## src/hdl/turn_pkg.sv

```systemverilog
// Shared constants and types for the query/response turnaround ends
package turn_pkg;

    // Clock and tick timing
    localparam int CLK_HZ    = 10_000_000;
    localparam int MS_PER_S  = 1000;
    localparam int TICK_MS   = 1;
    localparam int TICK_CYC  = CLK_HZ / MS_PER_S * TICK_MS;

    // Slave turnaround timing
    localparam logic [7:0] DELAY_DEF_MS  = 8'h05;
    localparam int         RECOV_MS      = 1;
    localparam int         RECOV_TICKS   = RECOV_MS / TICK_MS + 1;
    localparam int         LATE_MARGIN   = 1;

    // Master timeout formula terms and retry limit
    localparam int         SAFETY        = 3;
    localparam int         FRAME_BITS    = 10;
    localparam int         BYTE_PAD      = 8;
    localparam logic [1:0] NRT           = 2'h3;

    // Station numbers run 0 to 4'hf
    typedef logic [3:0] station_t;
    localparam station_t STATION_MAX = 4'hf;

    // Bit rate selection code
    typedef logic [3:0] baud_t;
    localparam baud_t BAUD_DEF = 4'h4;

    // Access kind of a query, one processing bound each
    typedef enum logic [2:0] {
        KIND_REG,
        KIND_P1_RD,
        KIND_P1_WR,
        KIND_P1_RW,
        KIND_P9_RD,
        KIND_P9_WR,
        KIND_P9_RW
    } kind_e;

    localparam logic [7:0] PROC_REG_MS   = 8'h01;
    localparam logic [7:0] PROC_P1_RD_MS = 8'h04;
    localparam logic [7:0] PROC_P1_WR_MS = 8'h0f;
    localparam logic [7:0] PROC_P1_RW_MS = 8'h12;
    localparam logic [7:0] PROC_P9_RD_MS = 8'h09;
    localparam logic [7:0] PROC_P9_WR_MS = 8'h5a;
    localparam logic [7:0] PROC_P9_RW_MS = 8'h62;

    function automatic logic [7:0] proc_limit_ms(kind_e k);
        case (k)
            KIND_REG:   return PROC_REG_MS;
            KIND_P1_RD: return PROC_P1_RD_MS;
            KIND_P1_WR: return PROC_P1_WR_MS;
            KIND_P1_RW: return PROC_P1_RW_MS;
            KIND_P9_RD: return PROC_P9_RD_MS;
            KIND_P9_WR: return PROC_P9_WR_MS;
            default:    return PROC_P9_RW_MS;
        endcase
    endfunction

    function automatic int baud_bps(baud_t b);
        case (b)
            4'h0:    return 9600;
            4'h1:    return 14400;
            4'h2:    return 19200;
            4'h3:    return 28800;
            4'h4:    return 38400;
            4'h5:    return 57600;
            4'h6:    return 76800;
            4'h7:    return 115200;
            4'h8:    return 230400;
            default: return 38400;
        endcase
    endfunction

endpackage

```

## src/hdl/turn_if.sv

```systemverilog
// Frame-level link between the master end and one slave end
`timescale 1ns/1ps
interface turn_if;
    import turn_pkg::*;

    // Query, master to slave
    logic     q_valid;
    station_t q_station;
    logic     q_bcast;
    kind_e    q_kind;
    baud_t    q_baud;
    logic     rx_en;

    // Response, slave to master
    logic     tx_en;
    logic     r_valid;
    station_t r_station;
    logic     r_err;

    modport master (
        output q_valid, q_station, q_bcast, q_kind, q_baud, rx_en,
        input  tx_en, r_valid, r_station, r_err
    );

    modport slave (
        input  q_valid, q_station, q_bcast, q_kind, q_baud, rx_en,
        output tx_en, r_valid, r_station, r_err
    );
endinterface

```

## src/hdl/ms_tick.sv

```systemverilog
// Free-running millisecond tick generator
`timescale 1ns/1ps
module ms_tick #(
    parameter int TICK_CYC = turn_pkg::TICK_CYC
) (
    // Clock and reset
    input  wire logic clk_sys,
    input  wire logic rst_b,
    // One-cycle tick
    output logic      tick
);
    import turn_pkg::*;

    localparam int CW = $clog2(TICK_CYC);
    localparam logic [CW-1:0] LAST = CW'(TICK_CYC - 1);

    typedef struct packed {
        logic [CW-1:0] cnt;
        logic          tick;
    } tick_s;

    tick_s q, d;

    always_comb begin
        d      = q;
        d.tick = 1'b0;
        if (q.cnt == LAST) begin
            d.cnt  = '0;
            d.tick = 1'b1;
        end else begin
            d.cnt = q.cnt + CW'(1);
        end
    end

    always_ff @(posedge clk_sys) begin
        if (!rst_b) begin
            q <= '0;
        end else begin
            q <= d;
        end
    end

    assign tick = q.tick;
endmodule

```

## src/hdl/turn_slave.sv

```systemverilog
// Slave end: station match, processing bound, turnaround and recovery
// Contract
// RULE1 - One query, one response, one unit
// RULE2 - Both ends use same bit rate
// RULE3 - Bit rate changes only after transfer, restart
// RULE4 - Station number 0 to hex F
// RULE5 - Response delay is minimum plus processing
// RULE6 - Transmitter stays off until delay elapses
// RULE7 - Master receiver on before delay expires
// RULE8 - Ready again within 1 ms after response
// RULE9 - Register access processed within 1 ms
// RULE10 - One position: 4/15/18 ms bounds
// RULE11 - Nine positions: 9/90/98 ms bounds
// RULE12 - Master waits unless broadcast
// RULE13 - Timeout: 3*proc + delay + 10*bytes/kbps
// RULE14 - Byte term is response length plus 8
// RULE15 - Master may resend after timeout
// RULE16 - Three retries, then unrecoverable error
// RULE17 - Clear retries on response; respect recovery
`timescale 1ns/1ps
module turn_slave #(
    parameter int TICK_CYC = turn_pkg::TICK_CYC
) (
    // Clock and reset
    input  wire logic              CLK_SYS,
    input  wire logic              RST_B,
    // Link
    turn_if.slave                  lk,
    // Station switch pins, asynchronous
    input  wire turn_pkg::station_t STATION_PIN,
    // Configuration parameters
    input  wire turn_pkg::baud_t   CFG_BAUD,
    input  wire logic [7:0]        CFG_DELAY_MS,
    input  wire logic              CFG_XFER,
    input  wire logic              RESTART,
    // Processing handshake
    output logic                   PROC_REQ,
    output turn_pkg::kind_e        PROC_KIND,
    input  wire logic              PROC_DONE,
    // Serializer
    input  wire logic              TX_DONE,
    // Status
    output turn_pkg::baud_t        ACTIVE_BAUD,
    output logic [7:0]             ACTIVE_DELAY_MS,
    output turn_pkg::station_t     STATION,
    output logic                   READY,
    output logic                   PROC_LATE,
    output logic                   Q_DROP
);
    import turn_pkg::*;

    typedef enum logic [2:0] {
        S_IDLE,
        S_PROC,
        S_DELAY,
        S_TX,
        S_RECOV
    } slave_state_e;

    typedef struct packed {
        slave_state_e st;
        station_t     sync1;
        station_t     sync2;
        baud_t        pend_baud;
        logic [7:0]   pend_delay;
        baud_t        act_baud;
        logic [7:0]   act_delay;
        kind_e        kind;
        logic         bcast;
        station_t     r_station;
        logic [8:0]   cnt;
        logic         err;
        logic         proc_req;
        logic         proc_late;
        logic         drop;
        logic         tx_en;
        logic         r_valid;
    } slave_s;

    slave_s q, d;
    logic   tick;

    ms_tick #(
        .TICK_CYC (TICK_CYC)
    ) u_tick (
        .clk_sys (CLK_SYS),
        .rst_b   (RST_B),
        .tick    (tick)
    );

    // Processing is late once the bound has surely passed at tick grain
    function automatic logic proc_over(kind_e k, logic [8:0] c);
        return c > 9'(proc_limit_ms(k)) + 9'(LATE_MARGIN);
    endfunction

    always_comb begin
        d           = q;
        d.proc_req  = 1'b0;
        d.proc_late = 1'b0;
        d.drop      = 1'b0;
        d.r_valid   = 1'b0;
        d.sync1     = STATION_PIN;
        d.sync2     = q.sync1;
        if (tick) begin
            d.cnt = q.cnt + 9'h001;
        end

        // RULE3 staged bit rate
        if (CFG_XFER) begin
            d.pend_baud  = CFG_BAUD;
            d.pend_delay = CFG_DELAY_MS;
        end

        case (q.st)
            S_IDLE: begin
                if (lk.q_valid) begin
                    // RULE2 foreign bit rate
                    if (lk.q_baud != q.act_baud) begin
                        d.drop = 1'b1;
                    // RULE4 station match
                    end else if (lk.q_bcast ||
                                 lk.q_station == q.sync2) begin
                        d.kind      = lk.q_kind;
                        d.bcast     = lk.q_bcast;
                        d.r_station = q.sync2;
                        d.err       = 1'b0;
                        d.cnt       = '0;
                        d.proc_req  = 1'b1;
                        d.st        = S_PROC;
                    end
                end
            end
            S_PROC: begin
                // RULE9 RULE10 RULE11 processing bounds
                if (PROC_DONE) begin
                    d.cnt = '0;
                    d.st  = q.bcast ? S_RECOV : S_DELAY;
                end else if (proc_over(q.kind, q.cnt)) begin
                    d.proc_late = 1'b1;
                    d.err       = 1'b1;
                    d.cnt       = '0;
                    d.st        = q.bcast ? S_RECOV : S_DELAY;
                end
            end
            S_DELAY: begin
                // RULE5 RULE6 delay follows processing
                if (q.cnt > {1'b0, q.act_delay}) begin
                    d.tx_en = 1'b1;
                    d.st    = S_TX;
                end
            end
            S_TX: begin
                // RULE1 one response closes the unit
                if (TX_DONE) begin
                    d.tx_en   = 1'b0;
                    d.r_valid = 1'b1;
                    d.cnt     = '0;
                    d.st      = S_RECOV;
                end
            end
            S_RECOV: begin
                // RULE8 ready by next tick
                if (tick) begin
                    d.st = S_IDLE;
                end
            end
            default: begin
                d.st = S_IDLE;
            end
        endcase

        // Queries during a unit are refused, never queued
        if (lk.q_valid && q.st != S_IDLE) begin
            d.drop = 1'b1;
        end

        // RULE3 new rate only at restart
        if (RESTART) begin
            d.act_baud  = q.pend_baud;
            d.act_delay = q.pend_delay;
            d.tx_en     = 1'b0;
            d.st        = S_IDLE;
        end
    end

    always_ff @(posedge CLK_SYS) begin
        if (!RST_B) begin
            q            <= '0;
            q.st         <= S_IDLE;
            q.pend_baud  <= BAUD_DEF;
            q.act_baud   <= BAUD_DEF;
            q.pend_delay <= DELAY_DEF_MS;
            q.act_delay  <= DELAY_DEF_MS;
            q.kind       <= KIND_REG;
        end else begin
            q <= d;
        end
    end

    // Link outputs
    assign lk.tx_en     = q.tx_en;
    assign lk.r_valid   = q.r_valid;
    assign lk.r_station = q.r_station;
    assign lk.r_err     = q.err;

    // User side
    assign PROC_REQ        = q.proc_req;
    assign PROC_KIND       = q.kind;
    assign ACTIVE_BAUD     = q.act_baud;
    assign ACTIVE_DELAY_MS = q.act_delay;
    assign STATION         = q.sync2;
    assign READY           = (q.st == S_IDLE);
    assign PROC_LATE       = q.proc_late;
    assign Q_DROP          = q.drop;
endmodule

```

## src/flat_wrapper.sv

```systemverilog
// flat-port wrapper written by rule: the top's interface ports become plain ports
module turn_slave_flat import turn_pkg::*;
#(
    parameter int TICK_CYC = turn_pkg::TICK_CYC
)
  (CLK_SYS, RST_B, STATION_PIN, CFG_BAUD, CFG_DELAY_MS, CFG_XFER, RESTART, PROC_REQ, PROC_KIND, PROC_DONE, TX_DONE, ACTIVE_BAUD, ACTIVE_DELAY_MS, STATION, READY, PROC_LATE, Q_DROP, lk_q_valid, lk_q_station, lk_q_bcast, lk_q_kind, lk_q_baud, lk_rx_en, lk_tx_en, lk_r_valid, lk_r_station, lk_r_err);
  turn_if lk_i ();
  input  wire logic CLK_SYS;
  input  wire logic RST_B;
  input  wire turn_pkg::station_t STATION_PIN;
  input  wire turn_pkg::baud_t CFG_BAUD;
  input  wire logic [7:0] CFG_DELAY_MS;
  input  wire logic CFG_XFER;
  input  wire logic RESTART;
  output logic PROC_REQ;
  output turn_pkg::kind_e PROC_KIND;
  input  wire logic PROC_DONE;
  input  wire logic TX_DONE;
  output turn_pkg::baud_t ACTIVE_BAUD;
  output logic [7:0] ACTIVE_DELAY_MS;
  output turn_pkg::station_t STATION;
  output logic READY;
  output logic PROC_LATE;
  output logic Q_DROP;
  input wire logic [$bits(lk_i.q_valid)-1:0] lk_q_valid;
  input wire logic [$bits(lk_i.q_station)-1:0] lk_q_station;
  input wire logic [$bits(lk_i.q_bcast)-1:0] lk_q_bcast;
  input wire logic [$bits(lk_i.q_kind)-1:0] lk_q_kind;
  input wire logic [$bits(lk_i.q_baud)-1:0] lk_q_baud;
  input wire logic [$bits(lk_i.rx_en)-1:0] lk_rx_en;
  output wire logic [$bits(lk_i.tx_en)-1:0] lk_tx_en;
  output wire logic [$bits(lk_i.r_valid)-1:0] lk_r_valid;
  output wire logic [$bits(lk_i.r_station)-1:0] lk_r_station;
  output wire logic [$bits(lk_i.r_err)-1:0] lk_r_err;
  assign lk_i.q_valid = lk_q_valid;
  assign lk_i.q_station = lk_q_station;
  assign lk_i.q_bcast = lk_q_bcast;
  assign lk_i.q_kind = lk_q_kind;
  assign lk_i.q_baud = lk_q_baud;
  assign lk_i.rx_en = lk_rx_en;
  assign lk_tx_en = lk_i.tx_en;
  assign lk_r_valid = lk_i.r_valid;
  assign lk_r_station = lk_i.r_station;
  assign lk_r_err = lk_i.r_err;
  turn_slave #(.TICK_CYC(TICK_CYC)) u_core (.CLK_SYS(CLK_SYS), .RST_B(RST_B), .lk(lk_i), .STATION_PIN(STATION_PIN), .CFG_BAUD(CFG_BAUD), .CFG_DELAY_MS(CFG_DELAY_MS), .CFG_XFER(CFG_XFER), .RESTART(RESTART), .PROC_REQ(PROC_REQ), .PROC_KIND(PROC_KIND), .PROC_DONE(PROC_DONE), .TX_DONE(TX_DONE), .ACTIVE_BAUD(ACTIVE_BAUD), .ACTIVE_DELAY_MS(ACTIVE_DELAY_MS), .STATION(STATION), .READY(READY), .PROC_LATE(PROC_LATE), .Q_DROP(Q_DROP));
endmodule
```

## config.mk

```make
export PLATFORM = sky130hd
export DESIGN_NAME = turn_slave_flat
export DESIGN_NICKNAME = d
export VERILOG_FILES = /design/src/hdl/turn_pkg.sv /design/src/hdl/turn_if.sv /design/src/hdl/ms_tick.sv /design/src/hdl/turn_slave.sv /design/src/flat_wrapper.sv
export SDC_FILE = /design/constraint.sdc
export NUM_CORES = 1
export LEC_CHECK = 0
export BUFFER_PORTS_ARGS = -buffer_cell sky130_fd_sc_hd__buf_4
export CAP_MARGIN = 20
export CORE_MARGIN = 2
export CORE_UTILIZATION = 50
export DETAILED_ROUTE_END_ITERATION = 8
export PLACE_DENSITY = 0.75
export SYNTH_ARGS = -nofsm -noshare
export SYNTH_HDL_FRONTEND = slang
export SYNTH_SLANG_ARGS = --single-unit
```

## constraint.sdc

```tcl
create_clock -name CLK_SYS -period 2.93 [get_ports CLK_SYS]
set_input_delay 0.4395 -clock CLK_SYS [delete_from_list [all_inputs] [get_ports CLK_SYS]]
set_output_delay 0.4395 -clock CLK_SYS [all_outputs]
set_load 0.03 [all_outputs]
```

==> results.json, run 1 <==
{
  "pin_count": 66,
  "hold_buffers": 0,
  "synth-seq-area-share": 0.415,
  "grt_pass1_vias": 2639,
  "grt_max_degree": 29,
  "endpoint_kind": "register",
  "fmax_ghz": 0.375,
  "ir_worst_vdd_uv": 363,
  "regArea_um2": 1460,
  "num_antenna_cells": 0,
  "setup_viol": 0,
  "cpPeakStageDelay_ps": 470,
  "dp_hpwl_um": 5100,
  "syn_inst": 376,
  "leakagePower_uw": 0.00185,
  "synthFlopType": "dfxtp_1",
  "cts_tree": "built",
  "hold_viol": 0,
  "rows": 30,
  "drive_gt1_frac": 0.239,
  "hold_path_class": "in2reg",
  "finalSetupTns_ps": 0,
  "min_period_over_period": 0.911,
  "yosysMostFrequentCell": "dfxtp_1",
  "cp-start-kind": "register",
  "syn_nets": 430,
  "nNetsFinal": 472,
  "multi_input_area_um2": 1760,
  "place_ws_ps": 268,
  "syn_area_per_cell_um2": 9.36,
  "cp.arrival_ps": 2950,
  "fin_crit_ps": 2670,
  "grt_pass1_wl_um": 11700,
  "setup_slack_ps": 260,
  "dieArea_um2": 7720,
  "wire_per_inst_um": 13.3,
  "max-cap-violations": 0,
  "drt_iter0_markers": 107,
  "fin_skew_ps": 9.43,
  "cp_cell_sequence": "nand2b_1 > inv_1 > ha_1 > o21ai_0 > nor2_1 > a31oi_1 > ha_1 > a21oi_1 > o221ai_1 > o211ai_2 > a22oi_4 > buf_12 > nor3_2",
  "clkSinkCount": 73,
  "hold_depth": 2,
  "crit_path_frequent_cell": "ha_1",
  "first_pass_iters": 4,
  "yosysTopAreaCell": "dfxtp_1",
  "clk_path_buf_depth": 2,
  "core_um2": 6790,
  "yosysWarnings": 0,
  "vias_per_cell": 5.03,
  "synth_cell_type_count": 46,
  "die_x_um": 87.9,
  "required_ps": 3210,
  "async_reset_ff_frac": 0,
  "synth.area.top_cells": "dfxtp_1 42%, mux2i_1 9.1%, ha_1 6.4%, nor2_1 5.4%, buf_4 4.9%",
  "dr_total_vias": 2611,
  "p_per_area_nw_per_um2": 500,
  "routabilityCongestion": 0.763,
  "portBuffers": 64,
  "initial_core_util": 0.518,
  "synthTopCellsByCount": "73 x dfxtp_1, 51 x nor2_1, 32 x mux2i_1, 26 x nand2_1, 23 x buf_4",
  "drc": 0,
  "final_antenna_net_count": 0,
  "finalMaxSlewViolations": 0,
  "fillers": 584,
  "cts_buffers": 9,
  "reg2reg_depth": 13,
  "cts_root_buffer": "clkbuf_8",
  "worst-path-max-fanout": 8,
  "max-slew-margin-rel": 0.675,
  "antenna_found_initial": 0,
  "grt_overflow_total": 0,
  "synth_top_cell_area_share": 0.415,
  "area_growth_pct": 18.2,
  "slowest_stage": "dfxtp_1",
  "syn_area_um2": 3520,
  "finalPower_uw": 2080,
  "max_slew.worst_pin.slew_ps": 487,
  "clkTransAtPathRegs_ps": 80,
  "wl_um": 6900,
  "worstSetupPathType": "reg2reg",
  "htree_levels": 3,
  "synth_seq_cells": 73,
  "status": "finished clean",
  "insertion_delay_ps": 350,
  "synth_enable_flop_cells": 0,
  "grtUsageTotal": 0.194,
  "rsz0062_at_grt": "false",
  "die_h_um": 87.9
}
## cells in the final DEF, fill, tap and decap left out, drive strengths merged, types with 2 or more instances in the layout
cell type  instances
a31oi              2
inv               20
nand4             12
and3               5
dfxtp             73
nand3              7
bufinv             2
mux2i             32
nand2b             3
ha                18
or3                3
nor4               2
nor3              14
nand2             26
o211ai             2
nor2              51
and2               8
a2111o             2
xor2              17
nor2b              2
a211oi             2
a21oi              7
o21ai              6
clkbuf             9
buf               68
xnor2             11
clkinvlp           2
## kinds of logic (layout without fill, tap and decap cells)
family          after synthesis  count (layout)  synth area share
flops                        73              73             0.415
xor+xnor                     28              28            0.0697
fa+ha+maj                    18              18            0.0640
compound gates               31              31            0.0672
buf+inv                      55             102            0.0850
mux                          32              32            0.0910
simple gates                139             139             0.208
## critical path, delay by kind of cell (launching register included)
family	cells	cell delay (ps)
compound gates	6	1080
fa+ha+maj	2	460
buf+inv	2	210
flops	1	470
simple gates	3	390
## path summary, 6_finish.rpt
kind                                                       start                           end  slack, ps
worst min-delay path                              STATION_PIN[3]       u_core.d[50]$_SDFF_PN0_        300
worst max register to register  u_core.PROC_KIND[0]$_SDFFE_PN0P_       u_core.q[10]$_SDFF_PN0_        260
worst min register to register           u_core.d[47]$_SDFF_PN0_  u_core.STATION[0]$_SDFF_PN0_        440
worst max-delay path            u_core.PROC_KIND[0]$_SDFFE_PN0P_       u_core.q[10]$_SDFF_PN0_        260
## registers in the layout (all words and copies together) (netlist names)
signal                  flops
u_core.STATION              4
u_core.Q_DROP               1
u_core.q                   25
u_core.ACTIVE_DELAY_MS      8
u_core.lk.r_valid           1
u_core.u_tick.tick          1
u_core.lk.tx_en             1
u_core.d                    4
u_core.PROC_REQ             1
u_core.PROC_LATE            1
u_core.lk.r_err             1
u_core.PROC_KIND            3
u_core.lk.r_station         4
u_core.ACTIVE_BAUD          4
u_core.u_tick.q            14
## area by class of cell
class                   instances  share of cell area
multi-input cells             248               0.423
flip-flops and latches         73               0.352
repair buffers                 68               0.126
clock buffers                   9              0.0298
well taps                      96              0.0289
clock inverters                 7              0.0244
inverters                      18              0.0163
## timing repair
action	CTS	global route
hold endpoints to repair	0	0
buffers inserted	0	2
endpoints found under the setup margin	0	9
resized for setup	0	2
## per-stage QoR
stage               cell area [µm²]  instances  utilization  hold WS, ps
floorplan                      3520        376            -          412
global placement               3900        501        0.574          414
detailed placement             3900        501        0.574          420
CTS                            4130        517        0.608          286
global route                   4160        519        0.612          291
finish                         4160        519        0.612          300
## routing by layer
layer	vias to the layer above	wire length [µm]	track usage
li1	1341	-	-
met1	1221	2960	0.224
met2	34	3560	0.333
met3	15	189	0.0424
met4	0	197	0.109
met5	-	0	0
## power by group
group / switching (µW) / internal (µW)
sequential: 18.0 / 1020
combinational: 90.3 / 82.0
clock: 386 / 486
total: 494 / 1590
Note: power is estimated with default switching activity, not from simulation.
==> run 2: changes to the inputs <==
- CELL_PAD_IN_SITES_DETAIL_PLACEMENT: default -> 1
- CELL_PAD_IN_SITES_GLOBAL_PLACEMENT: default -> 2
- CORE_UTILIZATION: 50 -> 34
- PLACE_DENSITY: 0.75 -> 0.82
==> results.json, run 2 (synthesized netlist as in run 1, its figures left out) <==
{
  "status": "finished clean",
  "crit_path_start": "u_core.PROC_KIND[0]$_SDFFE_PN0P_",
  "cp_cell_sequence": "nand2b_1 > inv_1 > ha_1 > o21ai_0 > nor2_1 > a31oi_1 > ha_1 > a21oi_1 > o221ai_1 > o211ai_2 > a22oi_4 > buf_12 > nor3_2",
  "die_h_um": 106,
  "grt_pass1_vias": 2703,
  "htree_levels": 3,
  "core_um2": 10200,
  "largest-register": "u_core.q",
  "worstSetupPathType": "reg2reg",
  "cts_tree": "built",
  "required_ps": 3210,
  "cp.arrival_ps": 2910,
  "area_growth_pct": 18.3,
  "clk_path_buf_depth": 2,
  "dpl_cell_area_um2": 3950,
  "finalSetupTns_ps": 0,
  "routabilityCongestion": 0.823,
  "crit_path_frequent_cell": "ha_1",
  "crit-reg2reg-launch": "u_core.PROC_KIND[0]$_SDFFE_PN0P_",
  "cp-start-kind": "register",
  "grtUsageTotal": 0.151,
  "clkTransAtPathRegs_ps": 70,
  "num_antenna_cells": 0,
  "die_x_um": 106,
  "drc": 0,
  "hp-start": "STATION_PIN[1]",
  "dr_total_vias": 2669,
  "clkSinkCount": 73,
  "first_pass_iters": 4,
  "dp_hpwl_um": 6000,
  "wire_per_inst_um": 14.1,
  "final_cell_mix": "71 x dfxtp_1, 66 x buf_4, 51 x nor2_1",
  "cpPeakStageDelay_ps": 470,
  "dieArea_um2": 11200,
  "grt_pass1_wl_um": 13200,
  "antenna_found_initial": 0,
  "ir_worst_vdd_uv": 268,
  "pin_count": 66,
  "hold_buffers": 0,
  "leakagePower_uw": 0.00184,
  "max_slew.worst_pin.slew_ps": 420,
  "cts_buffers": 9,
  "fin_crit_ps": 2630,
  "p_per_area_nw_per_um2": 477,
  "finalMaxSlewViolations": 0,
  "regToRegSetupSlack_ps": 300,
  "rows": 37,
  "slowest_stage": "dfxtp_1",
  "vias_per_cell": 4.78,
  "grt_max_degree": 28,
  "fmax_ghz": 0.380,
  "drt_iter0_markers": 75,
  "rsz0062_at_grt": "false",
  "grt_overflow_total": 0,
  "drive_gt1_frac": 0.230,
  "initial_core_util": 0.345,
  "final_cell_area_um2": 4160,
  "final_antenna_net_count": 0,
  "endpoint_kind": "register",
  "nNetsFinal": 471,
  "largest_reg_flops": 25,
  "insertion_delay_ps": 350,
  "wl_um": 7890,
  "max-cap-violations": 0,
  "cts_root_buffer": "clkbuf_8",
  "layout_commonest_cell": "dfxtp_1",
  "fin_skew_ps": 6.46,
  "portBuffers": 64,
  "min_period_over_period": 0.897,
  "setup_viol": 0,
  "hold_viol": 0,
  "worst-path-max-fanout": 9,
  "max-slew-margin-rel": 0.719,
  "hold_path_class": "in2reg"
}
## run 2: timing repair
action,4_1_cts,5_1_grt
setup buffers,0,1
endpoints found under the setup margin,0,11
gates resized for setup,0,2
## run 2: final cells by class
cell class	count	area (µm²)
Timing Repair Buffer	67	515
Inverter	18	67.6
Clock inverter	3	40.0
Sequential cell	73	1460
Clock buffer	13	149
Multi-Input combinational cell	248	1760
Tap cell	136	170
Fill cell	1215	6020
## run 2: worst paths after layout
path              cells past startpoint                            to
hold reg to reg                       1  u_core.STATION[1]$_SDFF_PN0_
hold / removal                        2       u_core.d[48]$_SDFF_PN0_
setup / recovery                     13       u_core.q[14]$_SDFF_PN0_
setup reg to reg                     13       u_core.q[14]$_SDFF_PN0_
## run 2: per-layer routing
layer	up-vias	track usage	routed length, µm
li1	1341	-	-
met3	10	0.0359	205
met1	1295	0.171	3310
met4	0	0.0620	124
met5	-	0	0
met2	23	0.273	4250
## run 2: stage by stage
stage,setup slack [ps],instances,power [µW],hold WS [ps],utilization
final,301,558,1990,296,0.409
after global routing,43.8,558,2080,277,0.409
after CTS,199,557,2020,279,0.407
after detailed placement,219,541,1230,423,0.388
after global placement,313,541,1230,416,0.388
after floorplan,462,376,1170,412,-
## run 2: critical path, delay by kind of cell, from the launching register on
kind,cells,cell delay (ps)
buffers and inverters,2,210
AOI/OAI and AO/OA,6,1020
adders and majority gates,2,490
and+or+nand+nor,3,370
DFF,1,470
## run 2: power breakdown
part / leakage, µW / internal [µW] / switching [µW]
clock network: 0.0000974 / 415 / 362
registers: 0.000595 / 1020 / 17.3
logic: 0.00114 / 81.4 / 91.6
==> run 3: changes to the inputs <==
- CTS_BUF_LIST: default -> sky130_fd_sc_hd__clkbuf_4 sky130_fd_sc_hd__clkbuf_8 sky130_fd_sc_hd__clkbuf_16
==> results.json, run 3 (synthesized netlist as in run 1, its figures left out) <==
{
  "worst-path-max-fanout": 9,
  "dp_hpwl_um": 6000,
  "rsz0062_at_grt": "false",
  "pin_count": 66,
  "cts_tree": "built",
  "fin_skew_ps": 6.43,
  "comb_power_share": 0.086,
  "area_growth_pct": 18.7,
  "grt_overflow_total": 0,
  "clockPowerShare": 0.400,
  "clk_path_buf_depth": 2,
  "p_int_uw": 1540,
  "core_um2": 10200,
  "p_per_area_nw_per_um2": 482,
  "ir_worst_vdd_uv": 268,
  "p_seq_frac": 0.514,
  "grt_max_degree": 28,
  "layout_commonest_cell": "dfxtp_1",
  "hold_buffers": 0,
  "htree_levels": 3,
  "largest-register": "u_core.q",
  "max-slew-margin-rel": 0.719,
  "portBuffers": 64,
  "whs_ps": 296,
  "cp-start-kind": "register",
  "initial_core_util": 0.345,
  "fmax_ghz": 0.379,
  "endpoint_kind": "register",
  "antenna_found_initial": 0,
  "die_h_um": 106,
  "wire_per_inst_um": 14.2,
  "die_x_um": 106,
  "final_antenna_net_count": 0,
  "cts_root_buffer": "clkbuf_8",
  "rows": 37,
  "dieArea_um2": 11200,
  "finalMaxSlewViolations": 0,
  "drive_gt1_frac": 0.237,
  "routabilityCongestion": 0.823,
  "clkSinkCount": 73,
  "fillers": 1209,
  "status": "finished clean",
  "fin_crit_ps": 2640,
  "finalSetupTns_ps": 0,
  "grt_pass1_wl_um": 13300,
  "grtUsageTotal": 0.152,
  "num_antenna_cells": 0,
  "finalPower_uw": 2010,
  "first_pass_iters": 4,
  "vias_per_cell": 4.78,
  "dr_total_vias": 2666,
  "nNetsFinal": 471,
  "required_ps": 3210,
  "hold_path_class": "in2reg",
  "wl_um": 7900,
  "clkTransAtPathRegs_ps": 70,
  "setup_viol": 0,
  "max-cap-violations": 0,
  "netSwitchingFraction": 0.234,
  "max_slew.worst_pin.slew_ps": 420,
  "final_cell_mix": "71 x dfxtp_1, 66 x buf_4, 51 x nor2_1",
  "drc": 0,
  "cts_buffers": 9,
  "insertion_delay_ps": 350,
  "regToRegSetupSlack_ps": 290,
  "power.net_switching_uw": 471,
  "leakagePower_uw": 0.00185,
  "grt_pass1_vias": 2703,
  "drt_iter0_markers": 62,
  "min_period_over_period": 0.901,
  "largest_reg_flops": 25,
  "worstSetupPathType": "reg2reg",
  "hold_viol": 0,
  "cp.arrival_ps": 2920
}
[run 3: changes by cell type in the layout (fill, tap and decap cells not counted)]
cell	before	now
clkbuf_4	0	3
clkbuf_1	3	0
[run 3: path summary, 6_finish.rpt]
kind	start	to	depth (start not counted)
max	u_core.PROC_KIND[0]$_SDFFE_PN0P_	u_core.q[14]$_SDFF_PN0_	13
min reg2reg	u_core.d[48]$_SDFF_PN0_	u_core.STATION[1]$_SDFF_PN0_	1
max reg2reg	u_core.PROC_KIND[0]$_SDFFE_PN0P_	u_core.q[14]$_SDFF_PN0_	13
min	STATION_PIN[1]	u_core.d[48]$_SDFF_PN0_	2
[run 3: what timing repair did]
action / in CTS / in global routing
buffers inserted: 0 / 1
endpoints found under the setup margin: 0 / 11
endpoints found under the hold margin: 0 / 0
gates resized for setup: 0 / 2
[run 3: through the flow]
stage / utilization / cells / instance area [µm²] / setup WS (ps)
final: 0.410 / 558 / 4180 / 291
after global routing: 0.410 / 558 / 4180 / 43.3
after floorplan: - / 376 / 3520 / 462
after CTS: 0.408 / 557 / 4150 / 199
after global placement: 0.388 / 541 / 3950 / 313
after detailed placement: 0.388 / 541 / 3950 / 219
[run 3: power by group through the flow]
stage / registers, µW / clock network (µW) / logic (µW)
final: 1040 / 805 / 173
after CTS: 1040 / 840 / 176
after detailed placement: 1060 / 0 / 175
after floorplan: 1050 / 0 / 114
after global placement: 1060 / 0 / 171
after global routing: 1040 / 881 / 190
[run 3: cell type report]
class / instances / area, µm² / share of cell area
Sequential cell: 73 / 1460 / 0.351
Timing Repair Buffer: 67 / 515 / 0.123
Tap cell: 136 / 170 / 0.0408
Inverter: 18 / 67.6 / 0.0162
Clock buffer: 13 / 160 / 0.0384
Clock inverter: 3 / 40.0 / 0.00959
Multi-Input combinational cell: 248 / 1760 / 0.421
[run 3: per-layer routing]
| metal | part of all wire | up-vias | wire length (µm) | GRT usage |
|---|---|---|---|---|
| met2 | 0.54 | 23 | 4260 | 0.272 |
| met5 | 0 | - | 0 | 0 |
| met4 | 0.016 | 0 | 124 | 0.0620 |
| li1 | - | 1340 | - | - |
| met3 | 0.026 | 10 | 205 | 0.0359 |
| met1 | 0.42 | 1293 | 3310 | 0.172 |
[run 3: critical path, cell delays in order (launching register included)]
cell	delay, ps
dfxtp_1	480
nand2b_1	180
inv_1	50
ha_1	200
o21ai_0	150
nor2_1	50
a31oi_1	170
ha_1	290
a21oi_1	150
o221ai_1	140
o211ai_2	280
a22oi_4	130
buf_12	160
nor3_2	140
